File: config.mk
export PLATFORM = sky130hd
export DESIGN_NAME = qnio_ports
export DESIGN_NICKNAME = d
export VERILOG_FILES = /design/src/design/qnio_pkg.sv /design/src/design/qnio_ports.sv
export SDC_FILE = /design/constraint.sdc
export NUM_CORES = 1
export LEC_CHECK = 0
export BUFFER_PORTS_ARGS = -buffer_cell sky130_fd_sc_hd__buf_4
export CAP_MARGIN = 10
export CORE_ASPECT_RATIO = 1.4
export CORE_MARGIN = 3
export CORE_UTILIZATION = 27
export DETAILED_ROUTE_END_ITERATION = 8
export PLACE_DENSITY = 0.55
export SYNTH_ARGS = -nofsm -noshare
export SYNTH_HDL_FRONTEND = slang
export SYNTH_SLANG_ARGS = --single-unit
File: constraint.sdc
create_clock -name aclk -period 2.2 [get_ports aclk]
set_input_delay 0.22 -clock aclk [delete_from_list [all_inputs] [get_ports aclk]]
set_output_delay 0.22 -clock aclk [all_outputs]
set_load 0.01 [all_outputs]
File: src/design/qnio_pkg.sv
/*
  Constants shared by the three-port nibble I/O block: operand fields,
  reset values, register map offsets and the serial pulse width.
  Assumes a single 100 MHz clock domain and an AXI4-Lite master.
*/
package qnio_pkg;
  localparam int         NIB        = 4;
  localparam int         PULL_BIT   = 4;       // operand bit of pull flag
  localparam logic [4:0] DIR_RST    = 5'h10;   // all input, pull on
  localparam logic [3:0] LAT_RST    = 4'h0;
  localparam logic [1:0] HOLD_RST   = 2'h0;    // hold off at reset
  localparam int         PULSE_NS   = 20;
  localparam int         CLK_NS     = 10;
  localparam logic [3:0] PULSE_CYC  = 4'((PULSE_NS + CLK_NS - 1) / CLK_NS);
  // register byte offsets
  localparam logic [7:0] A_LAT      = 8'h00;   // write: latch, read: port
  localparam logic [7:0] B_LAT      = 8'h04;
  localparam logic [7:0] C_LAT      = 8'h08;
  localparam logic [7:0] A_DIR      = 8'h0c;   // direction-set operand
  localparam logic [7:0] B_DIR      = 8'h10;
  localparam logic [7:0] C_DIR      = 8'h14;
  localparam logic [7:0] A_SER      = 8'h18;   // [2:0] data, [3] pulse
  localparam logic [7:0] STATUS     = 8'h1c;   // pull/hold state
  localparam logic [1:0] RESP_OKAY  = 2'h0;
  localparam logic [1:0] RESP_SLV   = 2'h2;
endpackage

File: src/design/qnio_ports.sv
/*
  Three nibble GPIO ports with per-bit direction, output latches,
  pull-low enables, port C hold device and port A serial write mode.
  Assumes pad logic resolves pins from out/oe and reports pin levels.
*/
`timescale 1ns/100ps
`default_nettype none
module qnio_ports
  import qnio_pkg::*;
#(
  parameter logic [3:0] ALT_A   = 4'h0, // build-time alternate pins
  parameter logic [3:0] ALT_B   = 4'h0,
  parameter logic [3:0] ALT_C   = 4'h0,
  parameter bit         PULL_A  = 1'b1,
  parameter bit         PULL_B  = 1'b1,
  parameter bit         PULL_C  = 1'b1,
  parameter bit         HOLD_C  = 1'b1
) (
  // clock and reset
  input  wire logic        aclk,
  input  wire logic        aresetn,
  // axi4-lite write
  input  wire logic [7:0]  s_axi_awaddr,
  input  wire logic        s_axi_awvalid,
  output logic             s_axi_awready,
  input  wire logic [31:0] s_axi_wdata,
  input  wire logic [3:0]  s_axi_wstrb,
  input  wire logic        s_axi_wvalid,
  output logic             s_axi_wready,
  output logic [1:0]       s_axi_bresp,
  output logic             s_axi_bvalid,
  input  wire logic        s_axi_bready,
  // axi4-lite read
  input  wire logic [7:0]  s_axi_araddr,
  input  wire logic        s_axi_arvalid,
  output logic             s_axi_arready,
  output logic [31:0]      s_axi_rdata,
  output logic [1:0]       s_axi_rresp,
  output logic             s_axi_rvalid,
  input  wire logic        s_axi_rready,
  // pins
  input  wire logic [3:0]  port_a_in,
  output logic [3:0]       port_a_out,
  output logic [3:0]       port_a_oe,
  output logic [3:0]       port_a_pull_en,
  input  wire logic [3:0]  port_b_in,
  output logic [3:0]       port_b_out,
  output logic [3:0]       port_b_oe,
  output logic [3:0]       port_b_pull_en,
  input  wire logic [3:0]  port_c_in,
  output logic [3:0]       port_c_out,
  output logic [3:0]       port_c_oe,
  output logic [3:0]       port_c_pull_en,
  output logic [3:0]       port_c_hold_en
);

  ////////////////////////////////////////////////////////////////////////
  // state
  logic [4:0]  dir_a_q, dir_a_d, dir_b_q, dir_b_d, dir_c_q, dir_c_d;
  logic [3:0]  lat_a_q, lat_a_d, lat_b_q, lat_b_d, lat_c_q, lat_c_d;
  logic [1:0]  hold_q, hold_d;      // [1] set by any port c direction-set write, [0] hold enable
  logic [3:0]  pulse_q, pulse_d;
  logic        aw_q, aw_d, w_q, w_d, bv_q, bv_d, rv_q, rv_d;
  logic [7:0]  awa_q, awa_d;
  logic [31:0] wd_q, wd_d, rd_q, rd_d;
  logic [3:0]  ws_q, ws_d;
  logic [1:0]  br_q, br_d, rr_q, rr_d;
  logic [3:0]  oa_q, oa_d, ob_q, ob_d, oc_q, oc_d;
  logic [3:0]  ea_q, ea_d, eb_q, eb_d, ec_q, ec_d;
  logic [3:0]  pa_q, pa_d, pb_q, pb_d, pc_q, pc_d, hc_q, hc_d;
  logic        wr_go;
  logic [3:0]  rd_a, rd_b, rd_c;
  logic        hold_ok;

  // hold device exists only together with the resistor
  assign hold_ok = HOLD_C & PULL_C;

  ////////////////////////////////////////////////////////////////////////
  // read-back: latch for output bits, pin for input bits, 0 on alt pins
  assign rd_a = ~ALT_A & ((dir_a_q[3:0] & lat_a_q) |
                          (~dir_a_q[3:0] & port_a_in));
  assign rd_b = ~ALT_B & ((dir_b_q[3:0] & lat_b_q) |
                          (~dir_b_q[3:0] & port_b_in));
  assign rd_c = ~ALT_C & ((dir_c_q[3:0] & lat_c_q) |
                          (~dir_c_q[3:0] & port_c_in));
  assign wr_go = aw_q & w_q & ~bv_q;

  ////////////////////////////////////////////////////////////////////////
  // next-state: bus handshakes, port registers and pin drive
  always_comb begin
    aw_d = aw_q;  awa_d = awa_q;  w_d = w_q;  wd_d = wd_q;  ws_d = ws_q;
    bv_d = bv_q;  br_d = br_q;  rv_d = rv_q;  rd_d = rd_q;  rr_d = rr_q;
    dir_a_d = dir_a_q;  dir_b_d = dir_b_q;  dir_c_d = dir_c_q;
    lat_a_d = lat_a_q;  lat_b_d = lat_b_q;  lat_c_d = lat_c_q;
    hold_d = hold_q;
    pulse_d = (pulse_q != 4'h0) ? pulse_q - 4'h1 : 4'h0;
    if (s_axi_awvalid && !aw_q) begin
      aw_d = 1'b1;
      awa_d = s_axi_awaddr;
    end
    if (s_axi_wvalid && !w_q) begin
      w_d = 1'b1;
      wd_d = s_axi_wdata;
      ws_d = s_axi_wstrb;
    end
    if (wr_go) begin
      aw_d = 1'b0;
      w_d = 1'b0;
      bv_d = 1'b1;
      br_d = RESP_OKAY;
      if (ws_q[0]) begin
        case (awa_q)
          A_LAT: lat_a_d = wd_q[3:0];
          B_LAT: lat_b_d = wd_q[3:0];
          C_LAT: lat_c_d = wd_q[3:0];
          A_DIR: dir_a_d = wd_q[4:0];
          B_DIR: dir_b_d = wd_q[4:0];
          C_DIR: begin
            dir_c_d = wd_q[4:0];
            hold_d = {1'b1, hold_ok};   // 10h and 0h both hold on
          end
          A_SER: begin
            lat_a_d = {1'b0, wd_q[2:0]};
            pulse_d = PULSE_CYC;
          end
          STATUS: ;
          default: br_d = RESP_SLV;
        endcase
      end else if (awa_q > STATUS || awa_q[1:0] != 2'h0) begin
        br_d = RESP_SLV;
      end
    end
    if (bv_q && s_axi_bready) bv_d = 1'b0;
    if (rv_q && s_axi_rready) rv_d = 1'b0;
    if (s_axi_arvalid && !rv_q) begin
      rv_d = 1'b1;
      rr_d = RESP_OKAY;
      rd_d = 32'h0;
      case (s_axi_araddr)
        A_LAT:  rd_d[3:0] = rd_a;
        B_LAT:  rd_d[3:0] = rd_b;
        C_LAT:  rd_d[3:0] = rd_c;
        A_DIR:  rd_d[4:0] = dir_a_q;
        B_DIR:  rd_d[4:0] = dir_b_q;
        C_DIR:  rd_d[4:0] = dir_c_q;
        A_SER:  rd_d[3:0] = lat_a_q;
        STATUS: rd_d[15:0] = {pc_q, hc_q, pb_q, pa_q};
        default: rr_d = RESP_SLV;
      endcase
    end
    // pin drive from latch on output bits only, port a bit 3 also from the serial pulse
    ea_d = dir_a_d[3:0] & ~ALT_A;
    eb_d = dir_b_d[3:0] & ~ALT_B;
    ec_d = dir_c_d[3:0] & ~ALT_C;
    oa_d = lat_a_d & ea_d;
    oa_d[3] = ea_d[3] & (lat_a_d[3] | (pulse_d != 4'h0));
    ob_d = lat_b_d & eb_d;
    oc_d = lat_c_d & ec_d;
    // pull devices only on input bits
    pa_d = {NIB{PULL_A & dir_a_d[PULL_BIT]}} & ~ea_d & ~ALT_A;
    pb_d = {NIB{PULL_B & dir_b_d[PULL_BIT]}} & ~eb_d & ~ALT_B;
    pc_d = {NIB{PULL_C & dir_c_d[PULL_BIT]}} & ~ec_d & ~ALT_C;
    hc_d = {NIB{hold_ok & hold_d[0]}} & ~ec_d & ~ALT_C;
  end

  ////////////////////////////////////////////////////////////////////////
  // registers; reset leaves every bit input, resistor on, hold off
  always_ff @(posedge aclk) begin
    if (!aresetn) begin
      dir_a_q <= DIR_RST;  dir_b_q <= DIR_RST;  dir_c_q <= DIR_RST;
      lat_a_q <= LAT_RST;  lat_b_q <= LAT_RST;  lat_c_q <= LAT_RST;
      hold_q <= HOLD_RST;
      pulse_q <= 4'h0;
      aw_q <= 1'b0;  w_q <= 1'b0;  bv_q <= 1'b0;  rv_q <= 1'b0;
      awa_q <= 8'h0;  wd_q <= 32'h0;  ws_q <= 4'h0;  rd_q <= 32'h0;
      br_q <= RESP_OKAY;  rr_q <= RESP_OKAY;
      oa_q <= 4'h0;  ob_q <= 4'h0;  oc_q <= 4'h0;
      ea_q <= 4'h0;  eb_q <= 4'h0;  ec_q <= 4'h0;
      pa_q <= 4'h0;  pb_q <= 4'h0;  pc_q <= 4'h0;  hc_q <= 4'h0;
    end else begin
      dir_a_q <= dir_a_d;  dir_b_q <= dir_b_d;  dir_c_q <= dir_c_d;
      lat_a_q <= lat_a_d;  lat_b_q <= lat_b_d;  lat_c_q <= lat_c_d;
      hold_q <= hold_d;  pulse_q <= pulse_d;
      aw_q <= aw_d;  w_q <= w_d;  bv_q <= bv_d;  rv_q <= rv_d;
      awa_q <= awa_d;  wd_q <= wd_d;  ws_q <= ws_d;  rd_q <= rd_d;
      br_q <= br_d;  rr_q <= rr_d;
      oa_q <= oa_d;  ob_q <= ob_d;  oc_q <= oc_d;
      ea_q <= ea_d;  eb_q <= eb_d;  ec_q <= ec_d;
      pa_q <= pa_d;  pb_q <= pb_d;  pc_q <= pc_d;  hc_q <= hc_d;
    end
  end

  ////////////////////////////////////////////////////////////////////////
  // outputs straight from flip-flops; alt pins for B and C stay idle
  // here, the shared functions drive them from outside
  assign s_axi_awready  = ~aw_q;
  assign s_axi_wready   = ~w_q;
  assign s_axi_bvalid   = bv_q;
  assign s_axi_bresp    = br_q;
  assign s_axi_arready  = ~rv_q;
  assign s_axi_rvalid   = rv_q;
  assign s_axi_rdata    = rd_q;
  assign s_axi_rresp    = rr_q;
  assign port_a_out     = oa_q;
  assign port_a_oe      = ea_q;
  assign port_a_pull_en = pa_q;
  assign port_b_out     = ob_q;
  assign port_b_oe      = eb_q;
  assign port_b_pull_en = pb_q;
  assign port_c_out     = oc_q;
  assign port_c_oe      = ec_q;
  assign port_c_pull_en = pc_q;
  assign port_c_hold_en = hc_q;
endmodule
`default_nettype wire

# After elaboration in Yosys (flattened, before gate mapping)
# Cells that the tools add are included.
totals:
  elab_cells: 128
  reg_bits: 110
  inputBits: 71
  out_inout_bits: 81
classes:
  bitwise: 31
  eq_ne: 14
  mux: 34
  n_addsub: 1
  reduce_logical: 19
  magnitude_cmp: 1
ops:
  columns: ["operator", "n"]
  rows:
  - ["$eq A8 B5 Y1 const B", 8]
  - ["$and A4 B4 Y4", 12]
  - ["$mux W4", 12]
  - ["$mux W5", 9]
  - ["$eq A8 B4 Y1 const B", 4]
  - ["$pmux W4 S8", 1]
  - ["$not A4 Y4", 6]
  - ["$eq A8 B3 Y1 const B", 2]
  - ["$logic_not A8 Y1", 2]
  - ["$reduce_or A8 Y1", 2]
  - ["$or A4 B4 Y4", 3]
  - ["$mux W11", 1]
  - ["$gt A8 B5 Y1 const B", 1]
  - ["$mux W2", 4]
  - ["$pmux W4 S2", 1]
  - ["$reduce_bool A4 Y1", 2]
  - ["$logic_and A1 B1 Y1", 5]
  - ["$mux W1", 5]
  - ["$not A1 Y1", 5]
  - ["$pmux W1 S4", 1]
  - ["$reduce_bool A2 Y1", 2]
  - ["$reduce_or A2 Y1", 2]
  - ["$sub A4 B1 Y4 const B", 1]
  - ["$and A1 B1 Y1", 3]
  - ["4 further kinds", 6]

# Longest topological paths before layout
# Gate-level depths: netlist of run 1.
logic_depth:
  depth_word: 8
  ltp_mapped: 6
  mapped_depth_nobuf: 4

# Least setup slack after synthesis of run 1
# Ideal clock, no wire load.
synth_timing:
  path_kind: "register -> register"
  start: "register awa_q[1]"
  end: "register oa_q[2] (netlist: port_a_out[2])"
  setup_slack_ns: 0.386
  t_arrival_ns: 1.695
  period_less_slack_ns: 1.814
  path_buffers: 1
  setup_time_ns: 0.118
  stages_incl_launch_ff: 6
  cell_sequence: "dfxtp_1 or4_4 or4_1 clkbuf_1 a21oi_1 nor3_1"
synth_between:
  elab_chain_cells: 5
synth_lines:
  columns: ["element", "line", "rtl"]
  rows:
  - ["from (decl)", "qnio_ports.sv:64", "logic [7:0] awa_q, awa_d;"]
  - ["from (signal assigned)", "qnio_ports.sv:185", "awa_q <= awa_d; wd_q <= wd_d; ws_q <= ws_d; rd_q <= rd_d;"]
  - ["$eq A8 B5 Y1 (tied with other cells)", "qnio_ports.sv:112", "case (awa_q)"]
  - ["$pmux W4 S2 / $mux W5 (equally long branches)", "qnio_ports.sv:112", null]
  - ["$mux W4 / $mux W5 (equally long branches)", "qnio_ports.sv:111", "if (ws_q[0]) begin"]
  - ["$mux W4 / $mux W5 (equally long branches)", "qnio_ports.sv:106", "if (wr_go) begin"]
  - ["$and A3 B3 Y3 (*)", "qnio_ports.sv:155", "oa_d = lat_a_d & ea_d;"]
  - ["to (signal assigned)", "qnio_ports.sv:177", "oa_q <= 4'h0; ob_q <= 4'h0; oc_q <= 4'h0;"]
  - ["to (signal assigned)", "qnio_ports.sv:187", "oa_q <= oa_d; ob_q <= ob_d; oc_q <= oc_d;"]
  - ["to (decl)", "qnio_ports.sv:68", "logic [3:0] oa_q, oa_d, ob_q, ob_d, oc_q, oc_d;"]
# Every way passes the cells marked *; elsewhere a longest branch is shown, timed or not.
# A chain may end at the register's enable or synchronous reset.

# Worst setup path after layout of run 1
layout_timing:
  start: "register awa_q[1]"
  end: "register oa_q[0] (netlist: port_a_out[0])"
# The elaborated chain is that of the path after synthesis.

==> impl_metrics.env, run 1 <==
export IMPL_status="complete, no violations"
export IMPL_ant_nets=0
export IMPL_drv_cap=0
export IMPL_syn2layout_area_growth_pct=26.1
export IMPL_synth_top_area_share_pct=42.2
export IMPL_grt_pass1_vias=3887
export IMPL_crit_chain="or4_4 > or4_1 > a21oi_1 > nor3_1"
export IMPL_path_buf_inv=0
export IMPL_crit_fanout=6
export IMPL_peakVddDrop_uv=344
export IMPL_n_antenna_cell=0
export IMPL_fin_crit_sh_pct=87.7
export IMPL_dp_slack_ps=273
export IMPL_final_cell_area_sq_mm=0.00574
export IMPL_post_dp_cell_area_sq_mm=0.00543
export IMPL_period_needed_ps=1930
export IMPL_nNetsFinal=691
export IMPL_crit_start="awa_q[1]$_SDFFE_PN0P_"
export IMPL_synth_edff_count=0
export IMPL_place_congestion=0.853
export IMPL_clkTransAtPathRegs_ps=70
export IMPL_grt_first_pass_wirelength_mm=20.8
export IMPL_pin_count=152
export IMPL_cts_root_buffer="clkbuf_16"
export IMPL_clk_latency_ps=340
export IMPL_ys_types=57
export IMPL_grt_overflow_total=0
export IMPL_hold_worst_slack_ps=92.4
export IMPL_cts_max_path_buffers=2
export IMPL_synthArstFlopShare_pct=0
export IMPL_drv_slew=0
export IMPL_r2r_cells=4
export IMPL_cts_resized=0
export IMPL_finalWirelength_mm=13.5
export IMPL_htreeDepth=3
export IMPL_layout_common_cells="buf_4, dfxtp_1, nor2_1"
export IMPL_dieArea_sq_mm=0.0185
export IMPL_dp_final_hpwl_mm=10.3
export IMPL_synth_area_top_cells="dfxtp_1, mux2i_1, nor2_1"
export IMPL_drive_above_1_share_pct=23.8
export IMPL_dieHeight_um=160
export IMPL_numPortBuffers=103
export IMPL_vias_per_cell=4.93
export IMPL_holdPathStages=3
export IMPL_synth_seq_area_share_pct=42.2
export IMPL_finalSetupTns_ps=0
export IMPL_critPathMaxStageDelay_ps=650
export IMPL_postCtsHoldBufs=0
export IMPL_vias=4059
export IMPL_synth_avg_cell_area_sq_um=8.44
export IMPL_grt_total_usage_pct=14.3
export IMPL_worstSetupStartpointType="register"
export IMPL_netlist_instances=539
export IMPL_firstDrtPassIters=4
export IMPL_drc=0
export IMPL_drt_iter0_drc=245
export IMPL_p_leak_nw=2.26
export IMPL_cts_sinks=96
export IMPL_path_class="reg -> reg"
export IMPL_crit_reg2reg_capture="port_a_out[0]$_SDFF_PN0_"
export IMPL_pwr_density_cell_mw_per_mm2=667
export IMPL_cts_setup_buffers=0
export IMPL_r2r_start="awa_q[1]$_SDFFE_PN0P_"
export IMPL_synth_top_area_cell="dfxtp_1"
export IMPL_setup_slack_ps=271
export IMPL_rrSetupSlack_ps=270
export IMPL_end_kind="register"
export IMPL_syn_area_sq_mm=0.00455
export IMPL_grt_max_degree=67
export IMPL_rsz0062_at_grt="false"
export IMPL_cts_tree="built"
export IMPL_fill_cells=1754
export IMPL_arrival_ps=2160
export IMPL_antenna_found_initial=0
export IMPL_numCtsBuffers=9
export IMPL_required_ps=2430
export IMPL_fin_worst_skew_ps=10.9
export IMPL_initial_core_util_pct=27.8
export IMPL_wl_per_cell_um=16.4
export IMPL_critPathTopFamily="simple AND/OR/NAND/NOR gates"
export IMPL_hold_path_class="in -> reg"
export IMPL_total_power_mw=3.83
export IMPL_core_rowCount=55
export IMPL_crit_slowest_cell="or4_1"
export IMPL_fmax_mhz=518
export IMPL_final_common_cell="buf_4"
export IMPL_hold_viol_final=0
export IMPL_holdPathEnd="w_q$_SDFFE_PP0P_"
export IMPL_die_w_um=116
export IMPL_synthFlopType="dfxtp_1"
export IMPL_setup_viol=0
export IMPL_synth_warnings=0
export IMPL_slew_headroom_pct=63.0
export IMPL_tightest_slew_ps=550
export IMPL_ys_ff_latch=96
export IMPL_core_area_sq_mm=0.0164
export IMPL_min_from="s_axi_wvalid"
[routing by layer]
layer	wire length, um	vias to the layer above	GRT usage [%]	share of wire, %
met5	0	-	0	0
met4	244	0	4.43	1.8
met3	809	14	3.08	6.0
met2	7130	146	25.7	53
met1	5340	1891	16.7	39
li1	-	2008	-	-
[registers in the layout, summed over array words and instances, names as in the netlist, 4 cells and up]
signal	count
port_b_out	4
port_a_out	4
port_a_pull_en	4
awa_q	8
port_b_pull_en	4
lat_b_q	4
s_axi_rdata	16
pulse_q	4
lat_c_q	4
dir_a_q	5
port_c_pull_en	4
port_c_hold_en	4
dir_c_q	5
dir_b_q	5
wd_q	5
port_c_out	4
lat_a_q	4
[tightest hold or removal path, stage by stage]
cell	delay, ps
buf_4	90
nor2_1	30
nor2_1	60
[power breakdown]
part / switching [mW] / total (mW) / internal (mW)
logic: 0.198 / 0.372 / 0.174
clock network: 0.705 / 1.63 / 0.927
registers: 0.0507 / 1.82 / 1.77
[through the flow]
stage	utilization, %	std cells
2_1_floorplan	-	556
3_3_place_gp	33.1	808
3_5_place_dp	33.1	808
4_1_cts	35.0	824
5_1_grt	35.0	824
6_report	35.0	824
[area by class of cell]
type | count | area (sq um) | area share [%]
clock inverter | 6 | 72.6 | 1.26
timing repair buffer | 122 | 941 | 16.4
inverter | 10 | 37.5 | 0.654
tap | 199 | 249 | 4.34
clock buffer | 10 | 239 | 4.16
sequential | 96 | 1920 | 33.5
multi-input combinational | 381 | 2280 | 39.7
[cells in the mapped netlist (5+ instances only)]
cell type,instances
o21ai_0,9
mux2i_1,36
nand2_1,54
buf_4,30
dfxtp_1,96
nand2b_1,8
nand3_1,7
inv_1,10
nor4_1,5
a211oi_1,5
nor3_1,18
buf_1,8
nor2b_1,7
a21oi_1,35
o21a_1,13
nor2_1,71
clkbuf_1,27
nand4_1,5
nor3b_1,15
a22oi_1,12
[cells by family (layout without fill, tap and decap cells)]
family | after synthesis | in the layout | share of synthesized area [%]
buffers and inverters | 79 | 148 | 9.10
xor gates and xnor gates | 2 | 2 | 0.385
other | 1 | 18 | 0.0824
DFF | 96 | 96 | 42.2
muxes | 38 | 38 | 8.66
AOI/OAI and AO/OA | 101 | 101 | 14.6
and+or+nand+nor | 222 | 222 | 24.9
[how the worst max path moves through the flow]
stage	cells past startpoint	to	slack, ps
CTS	4	port_a_out[0]$_SDFF_PN0_	260
global route	4	port_a_out[0]$_SDFF_PN0_	160
finish	4	port_a_out[0]$_SDFF_PN0_	270
floorplan	5	port_a_out[2]$_SDFF_PN0_	390
global placement	4	port_a_out[0]$_SDFF_PN0_	290
detailed placement	4	port_a_out[0]$_SDFF_PN0_	270
Power figures use the tool's default switching activity.
==> inputs of run 2 (changes only) <==
Settings changed: CORE_UTILIZATION 27 to 51, PLACE_DENSITY 0.55 to 0.88.
==> run 2 against run 1 <==
  * First-iteration DRC count grew 44%
  * Flip-flop and latch count is the same
  * Cell count decreased by 12%
==> impl_metrics.env, run 2 (synthesized netlist as in run 1, its figures left out) <==
export IMPL_status="complete, no violations"
export IMPL_slew_headroom_pct=53.5
export IMPL_pwr_share_comb_pct=9.1
export IMPL_nNetsFinal=684
export IMPL_cts_setup_buffers=0
export IMPL_grt_max_degree=67
export IMPL_required_ps=2430
export IMPL_crit_fanout=6
export IMPL_highest_layer="met4"
export IMPL_grt_first_pass_wirelength_mm=19.6
export IMPL_vias_per_cell=5.72
export IMPL_finalSetupTns_ps=0
export IMPL_clk_latency_ps=340
export IMPL_cts_resized=0
export IMPL_setup_slack_ps=261
export IMPL_p_leak_nw=2.21
export IMPL_dp_slack_ps=282
export IMPL_setup_viol=0
export IMPL_syn2layout_area_growth_pct=21.5
export IMPL_layout_common_cells="buf_4, dfxtp_1, nor2_1"
export IMPL_cts_max_path_buffers=2
export IMPL_firstDrtPassIters=4
export IMPL_cts_tree="built"
export IMPL_drv_cap=0
export IMPL_dr_wl_met2_mm=6.50
export IMPL_rsz0062_at_grt="false"
export IMPL_drt_iter0_drc=352
export IMPL_htreeDepth=3
export IMPL_seq_area_sq_mm=0.00192
export IMPL_holdPathStages=3
export IMPL_dp_final_hpwl_mm=8.89
export IMPL_finalWirelength_mm=12.3
export IMPL_r2r_start="awa_q[1]$_SDFFE_PN0P_"
export IMPL_die_w_um=85.8
export IMPL_grt_pass1_vias=4060
export IMPL_post_dp_cell_area_sq_mm=0.00523
export IMPL_pin_count=152
export IMPL_place_congestion=0.871
export IMPL_largest_register_ffs=16
export IMPL_r2r_cells=4
export IMPL_cts_root_buffer="clkbuf_16"
export IMPL_dieHeight_um=118
export IMPL_core_rowCount=40
export IMPL_n_antenna_cell=0
export IMPL_wl_met1_mm=4.60
export IMPL_drv_slew=0
export IMPL_drc=0
export IMPL_hold_path_class="in -> reg"
export IMPL_hold_viol_final=0
export IMPL_peakVddDrop_uv=406
export IMPL_cts_sinks=96
export IMPL_seq_power_share_pct=49.2
export IMPL_core_area_sq_mm=0.00866
export IMPL_period_needed_ps=1940
export IMPL_crit_start="awa_q[1]$_SDFFE_PN0P_"
export IMPL_fin_worst_skew_ps=3.88
export IMPL_fmax_mhz=516
export IMPL_swShare_pct=24.4
export IMPL_end_kind="register"
export IMPL_multi_input_area_sq_mm=0.00228
export IMPL_wl_per_cell_um=17.0
export IMPL_antenna_found_initial=0
export IMPL_internal_power_mw=2.82
export IMPL_dieArea_sq_mm=0.0101
export IMPL_arrival_ps=2170
export IMPL_wl_met3_um=770
export IMPL_initial_core_util_pct=52.5
export IMPL_numCtsBuffers=9
export IMPL_path_class="reg -> reg"
export IMPL_fill_cells=731
export IMPL_net_switching_power_mw=0.911
export IMPL_min_from="s_axi_awvalid"
export IMPL_grt_overflow_total=0
export IMPL_worstSetupStartpointType="register"
export IMPL_total_power_mw=3.73
export IMPL_vias=4136
export IMPL_p_clk_share_pct=41.7
export IMPL_final_common_cell="buf_4"
export IMPL_final_cell_area_sq_mm=0.00553
export IMPL_tightest_slew_ps=698
export IMPL_drive_above_1_share_pct=22.7
export IMPL_numPortBuffers=103
export IMPL_grt_total_usage_pct=24.1
export IMPL_fin_crit_sh_pct=88.1
export IMPL_clkTransAtPathRegs_ps=60
export IMPL_ant_nets=0
export IMPL_postCtsHoldBufs=0
export IMPL_pwr_density_cell_mw_per_mm2=674
-- run 2: worst max-delay path, cell delays in order (launching register included) --
cell and delay [ps]:
dfxtp_1 330, or4_4 560, or4_1 670, a21oi_1 200, nor3_1 60
-- run 2: final cells by class --
type | instances | share of cell area, %
Clock buffer | 10 | 4.14
Clock inverter | 6 | 1.24
Inverter | 10 | 0.679
Multi-Input combinational cell | 381 | 41.2
Sequential cell | 96 | 34.8
Tap cell | 105 | 2.38
Timing Repair Buffer | 115 | 15.6
-- run 2: final timing paths --
path	slack, ps	end
setup / recovery	260	port_a_out[1]$_SDFF_PN0_
hold / removal	100	aw_q$_SDFFE_PP0P_
setup reg to reg	260	port_a_out[1]$_SDFF_PN0_
hold reg to reg	460	pulse_q[0]$_SDFF_PN0_
-- run 2: through the flow --
| step | utilization [%] | hold WS [ps] | instances |
|---|---|---|---|
| finish | 63.9 | 105 | 723 |
| global route | 63.9 | 109 | 723 |
| CTS | 63.9 | 102 | 723 |
| detailed placement | 60.4 | 451 | 707 |
| global placement | 60.4 | 426 | 707 |
| floorplan | - | 336 | 556 |
-- run 2: per-layer routing --
metal,vias to the layer above,track usage (%)
met3,33,4.62
met1,1940,26.5
met2,164,43.3
li1,1999,-
met4,0,11.8
met5,-,0
-- run 2: power by group through the flow --
stage / Clock, mW / Combinational (mW) / Sequential (mW)
after floorplan: 0 / 0.231 / 1.85
after global placement: 0 / 0.326 / 1.87
after detailed placement: 0 / 0.336 / 1.87
after CTS: 1.57 / 0.338 / 1.83
after global routing: 1.64 / 0.367 / 1.84
final: 1.55 / 0.340 / 1.84
==> inputs of run 3 (changes only) <==
Clock period 2.2 ns to 1.8 ns, I/O delays scaled along.
==> run 3 against run 2 <==
  * Combinational power grew 45%
  * Utilization rose by 3.3 points
  * Clock power rose by 34%
  * Clock skew grew 4.9 ps
  * Flip-flop and latch count is the same
  * Routed wire length grew 4.7%
  * Non-clock buffer count rose by 23
  * Global-route usage grew 0.77 points
  * Critical path type unchanged
  * Critical endpoint is now port_a_out[0]$_SDFF_PN0_
  * Largest power group unchanged
==> impl_metrics.env, run 3 (synthesized netlist as in run 1, its figures left out) <==
export IMPL_vias_per_cell=5.82
export IMPL_cts_root_buffer="clkbuf_16"
export IMPL_grt_pass1_vias=4251
export IMPL_initial_core_util_pct=52.5
export IMPL_crit_reg2reg_capture="port_a_out[0]$_SDFF_PN0_"
export IMPL_wl_per_cell_um=17.2
export IMPL_hold_worst_slack_ps=44.7
export IMPL_numPortBuffers=103
export IMPL_antenna_found_initial=0
export IMPL_dp_final_hpwl_mm=9.41
export IMPL_nNetsFinal=707
export IMPL_ant_nets=0
export IMPL_grt_overflow_total=0
export IMPL_setup_viol=0
export IMPL_gr_usage_met2_pct=43.3
export IMPL_die_w_um=85.8
export IMPL_pin_count=152
export IMPL_pwr_density_cell_mw_per_mm2=824
export IMPL_rrSetupSlack_ps=20
export IMPL_stdcell_count=746
export IMPL_fin_worst_skew_ps=8.81
export IMPL_htreeDepth=3
export IMPL_cts_tree="built"
export IMPL_fmax_mhz=563
export IMPL_r2r_start="awa_q[1]$_SDFFE_PN0P_"
export IMPL_dieHeight_um=118
export IMPL_hold_path_class="in -> reg"
export IMPL_busiest_layer="met2"
export IMPL_clk_latency_ps=340
export IMPL_core_area_sq_mm=0.00866
export IMPL_cts_max_path_buffers=2
export IMPL_clkTransAtPathRegs_ps=70
export IMPL_firstDrtPassIters=5
export IMPL_grt_total_usage_pct=24.9
export IMPL_cts_sinks=96
export IMPL_numCtsBuffers=9
export IMPL_path_class="reg -> reg"
export IMPL_grt_first_pass_wirelength_mm=20.0
export IMPL_postCtsHoldBufs=0
export IMPL_drc=0
export IMPL_peakVddDrop_uv=728
export IMPL_slew_headroom_pct=64.7
export IMPL_drv_slew=0
export IMPL_vias=4341
export IMPL_drt_iter0_drc=406
export IMPL_fill_cells=698
export IMPL_fin_crit_sh_pct=98.7
export IMPL_grt_util_met1_pct=25.9
export IMPL_use_met3_pct=5.81
export IMPL_final_common_cell="buf_4"
export IMPL_core_rowCount=40
export IMPL_dieArea_sq_mm=0.0101
export IMPL_place_congestion=0.895
export IMPL_crit_start="awa_q[1]$_SDFFE_PN0P_"
export IMPL_crit_end="port_a_out[0]$_SDFF_PN0_"
export IMPL_period_needed_ps=1780
export IMPL_drv_cap=0
export IMPL_rsz0062_at_grt="true"
export IMPL_syn2layout_area_growth_pct=27.9
export IMPL_finalWirelength_mm=12.9
export IMPL_placedCellCount=726
export IMPL_grt_max_degree=39
export IMPL_tightest_slew_ps=525
export IMPL_n_antenna_cell=0
export IMPL_status="complete, no violations"
export IMPL_arrival_ps=2010
export IMPL_hold_viol_final=0
export IMPL_drive_above_1_share_pct=26.7
export IMPL_end_kind="register"
export IMPL_layout_common_cells="buf_4, dfxtp_1, nor2_1"
export IMPL_crit_fanout=6
export IMPL_finalSetupTns_ps=0
export IMPL_p_leak_nw=2.36
export IMPL_r2r_cells=4
export IMPL_worstSetupStartpointType="register"
export IMPL_largest_register_ffs=16
export IMPL_required_ps=2030
-- run 3: changes by cell type in the layout (fill, tap and decap cells not counted), sizes merged --
cell and change:
buf +22, clkinv -2, inv +2, bufinv +1, clkbuf -1, clkdlybuf4s15 +1
-- run 3: worst min-delay path by stage --
stage	from	end	slack, ps	depth (start not counted)
finish	s_axi_awvalid	aw_q$_SDFFE_PP0P_	40	3
global route	s_axi_awvalid	aw_q$_SDFFE_PP0P_	50	3
CTS	s_axi_awvalid	aw_q$_SDFFE_PP0P_	40	3
detailed placement	s_axi_awvalid	aw_q$_SDFFE_PP0P_	400	3
global placement	s_axi_awvalid	aw_q$_SDFFE_PP0P_	390	3
floorplan	s_axi_awvalid	aw_q$_SDFFE_PP0P_	300	2
-- run 3: power by group --
part	switching (mW)	leakage, nW	internal (mW)
Clock	0.844	0.158	1.23
Sequential	0.0568	0.782	2.17
Combinational	0.264	1.42	0.229
-- run 3: through the flow --
| stage | setup slack [ps] | total power [mW] | area [sq um] | util (%) |
|---|---|---|---|---|
| 6_report | 23.8 | 4.80 | 5820 | 67.2 |
| 3_3_place_gp | -74.9 | 2.71 | 5410 | 62.5 |
| 2_1_floorplan | -1.87 | 2.54 | 4610 | - |
| 3_5_place_dp | -89.3 | 2.72 | 5410 | 62.5 |
| 5_1_grt | -43.2 | 4.94 | 5820 | 67.2 |
| 4_1_cts | 45.7 | 4.78 | 5750 | 66.4 |
-- run 3: layout make-up --
| type | instances | area [sq um] | area share, % |
|---|---|---|---|
| inverters | 10 | 37.5 | 0.645 |
| flip-flops and latches | 96 | 1920 | 33.1 |
| clock inverters | 7 | 101 | 1.74 |
| clock buffers | 9 | 225 | 3.87 |
| repair buffers | 138 | 1080 | 18.5 |
| well taps | 105 | 131 | 2.26 |
| multi-input cells | 381 | 2320 | 39.9 |
-- run 3: repair_timing --
item	4_1_cts	5_1_grt
setup buffers	0	3
cloned	0	1
pin swaps	1	2
hold endpoints to repair	0	0
setup endpoints to repair	7	19
resized for setup	2	7
-- run 3: routing by layer --
layer / wire length (um) / part of all wire (%)
met3: 868 / 6.7
met2: 6670 / 52
met1: 4660 / 36
met5: 0 / 0
met4: 657 / 5.1
-- run 3: critical path, cell delays in order (launching register included) --
cell	delay, ps
dfxtp_1	310
or4_4	570
or4_4	560
a21oi_1	170
nor3_1	60
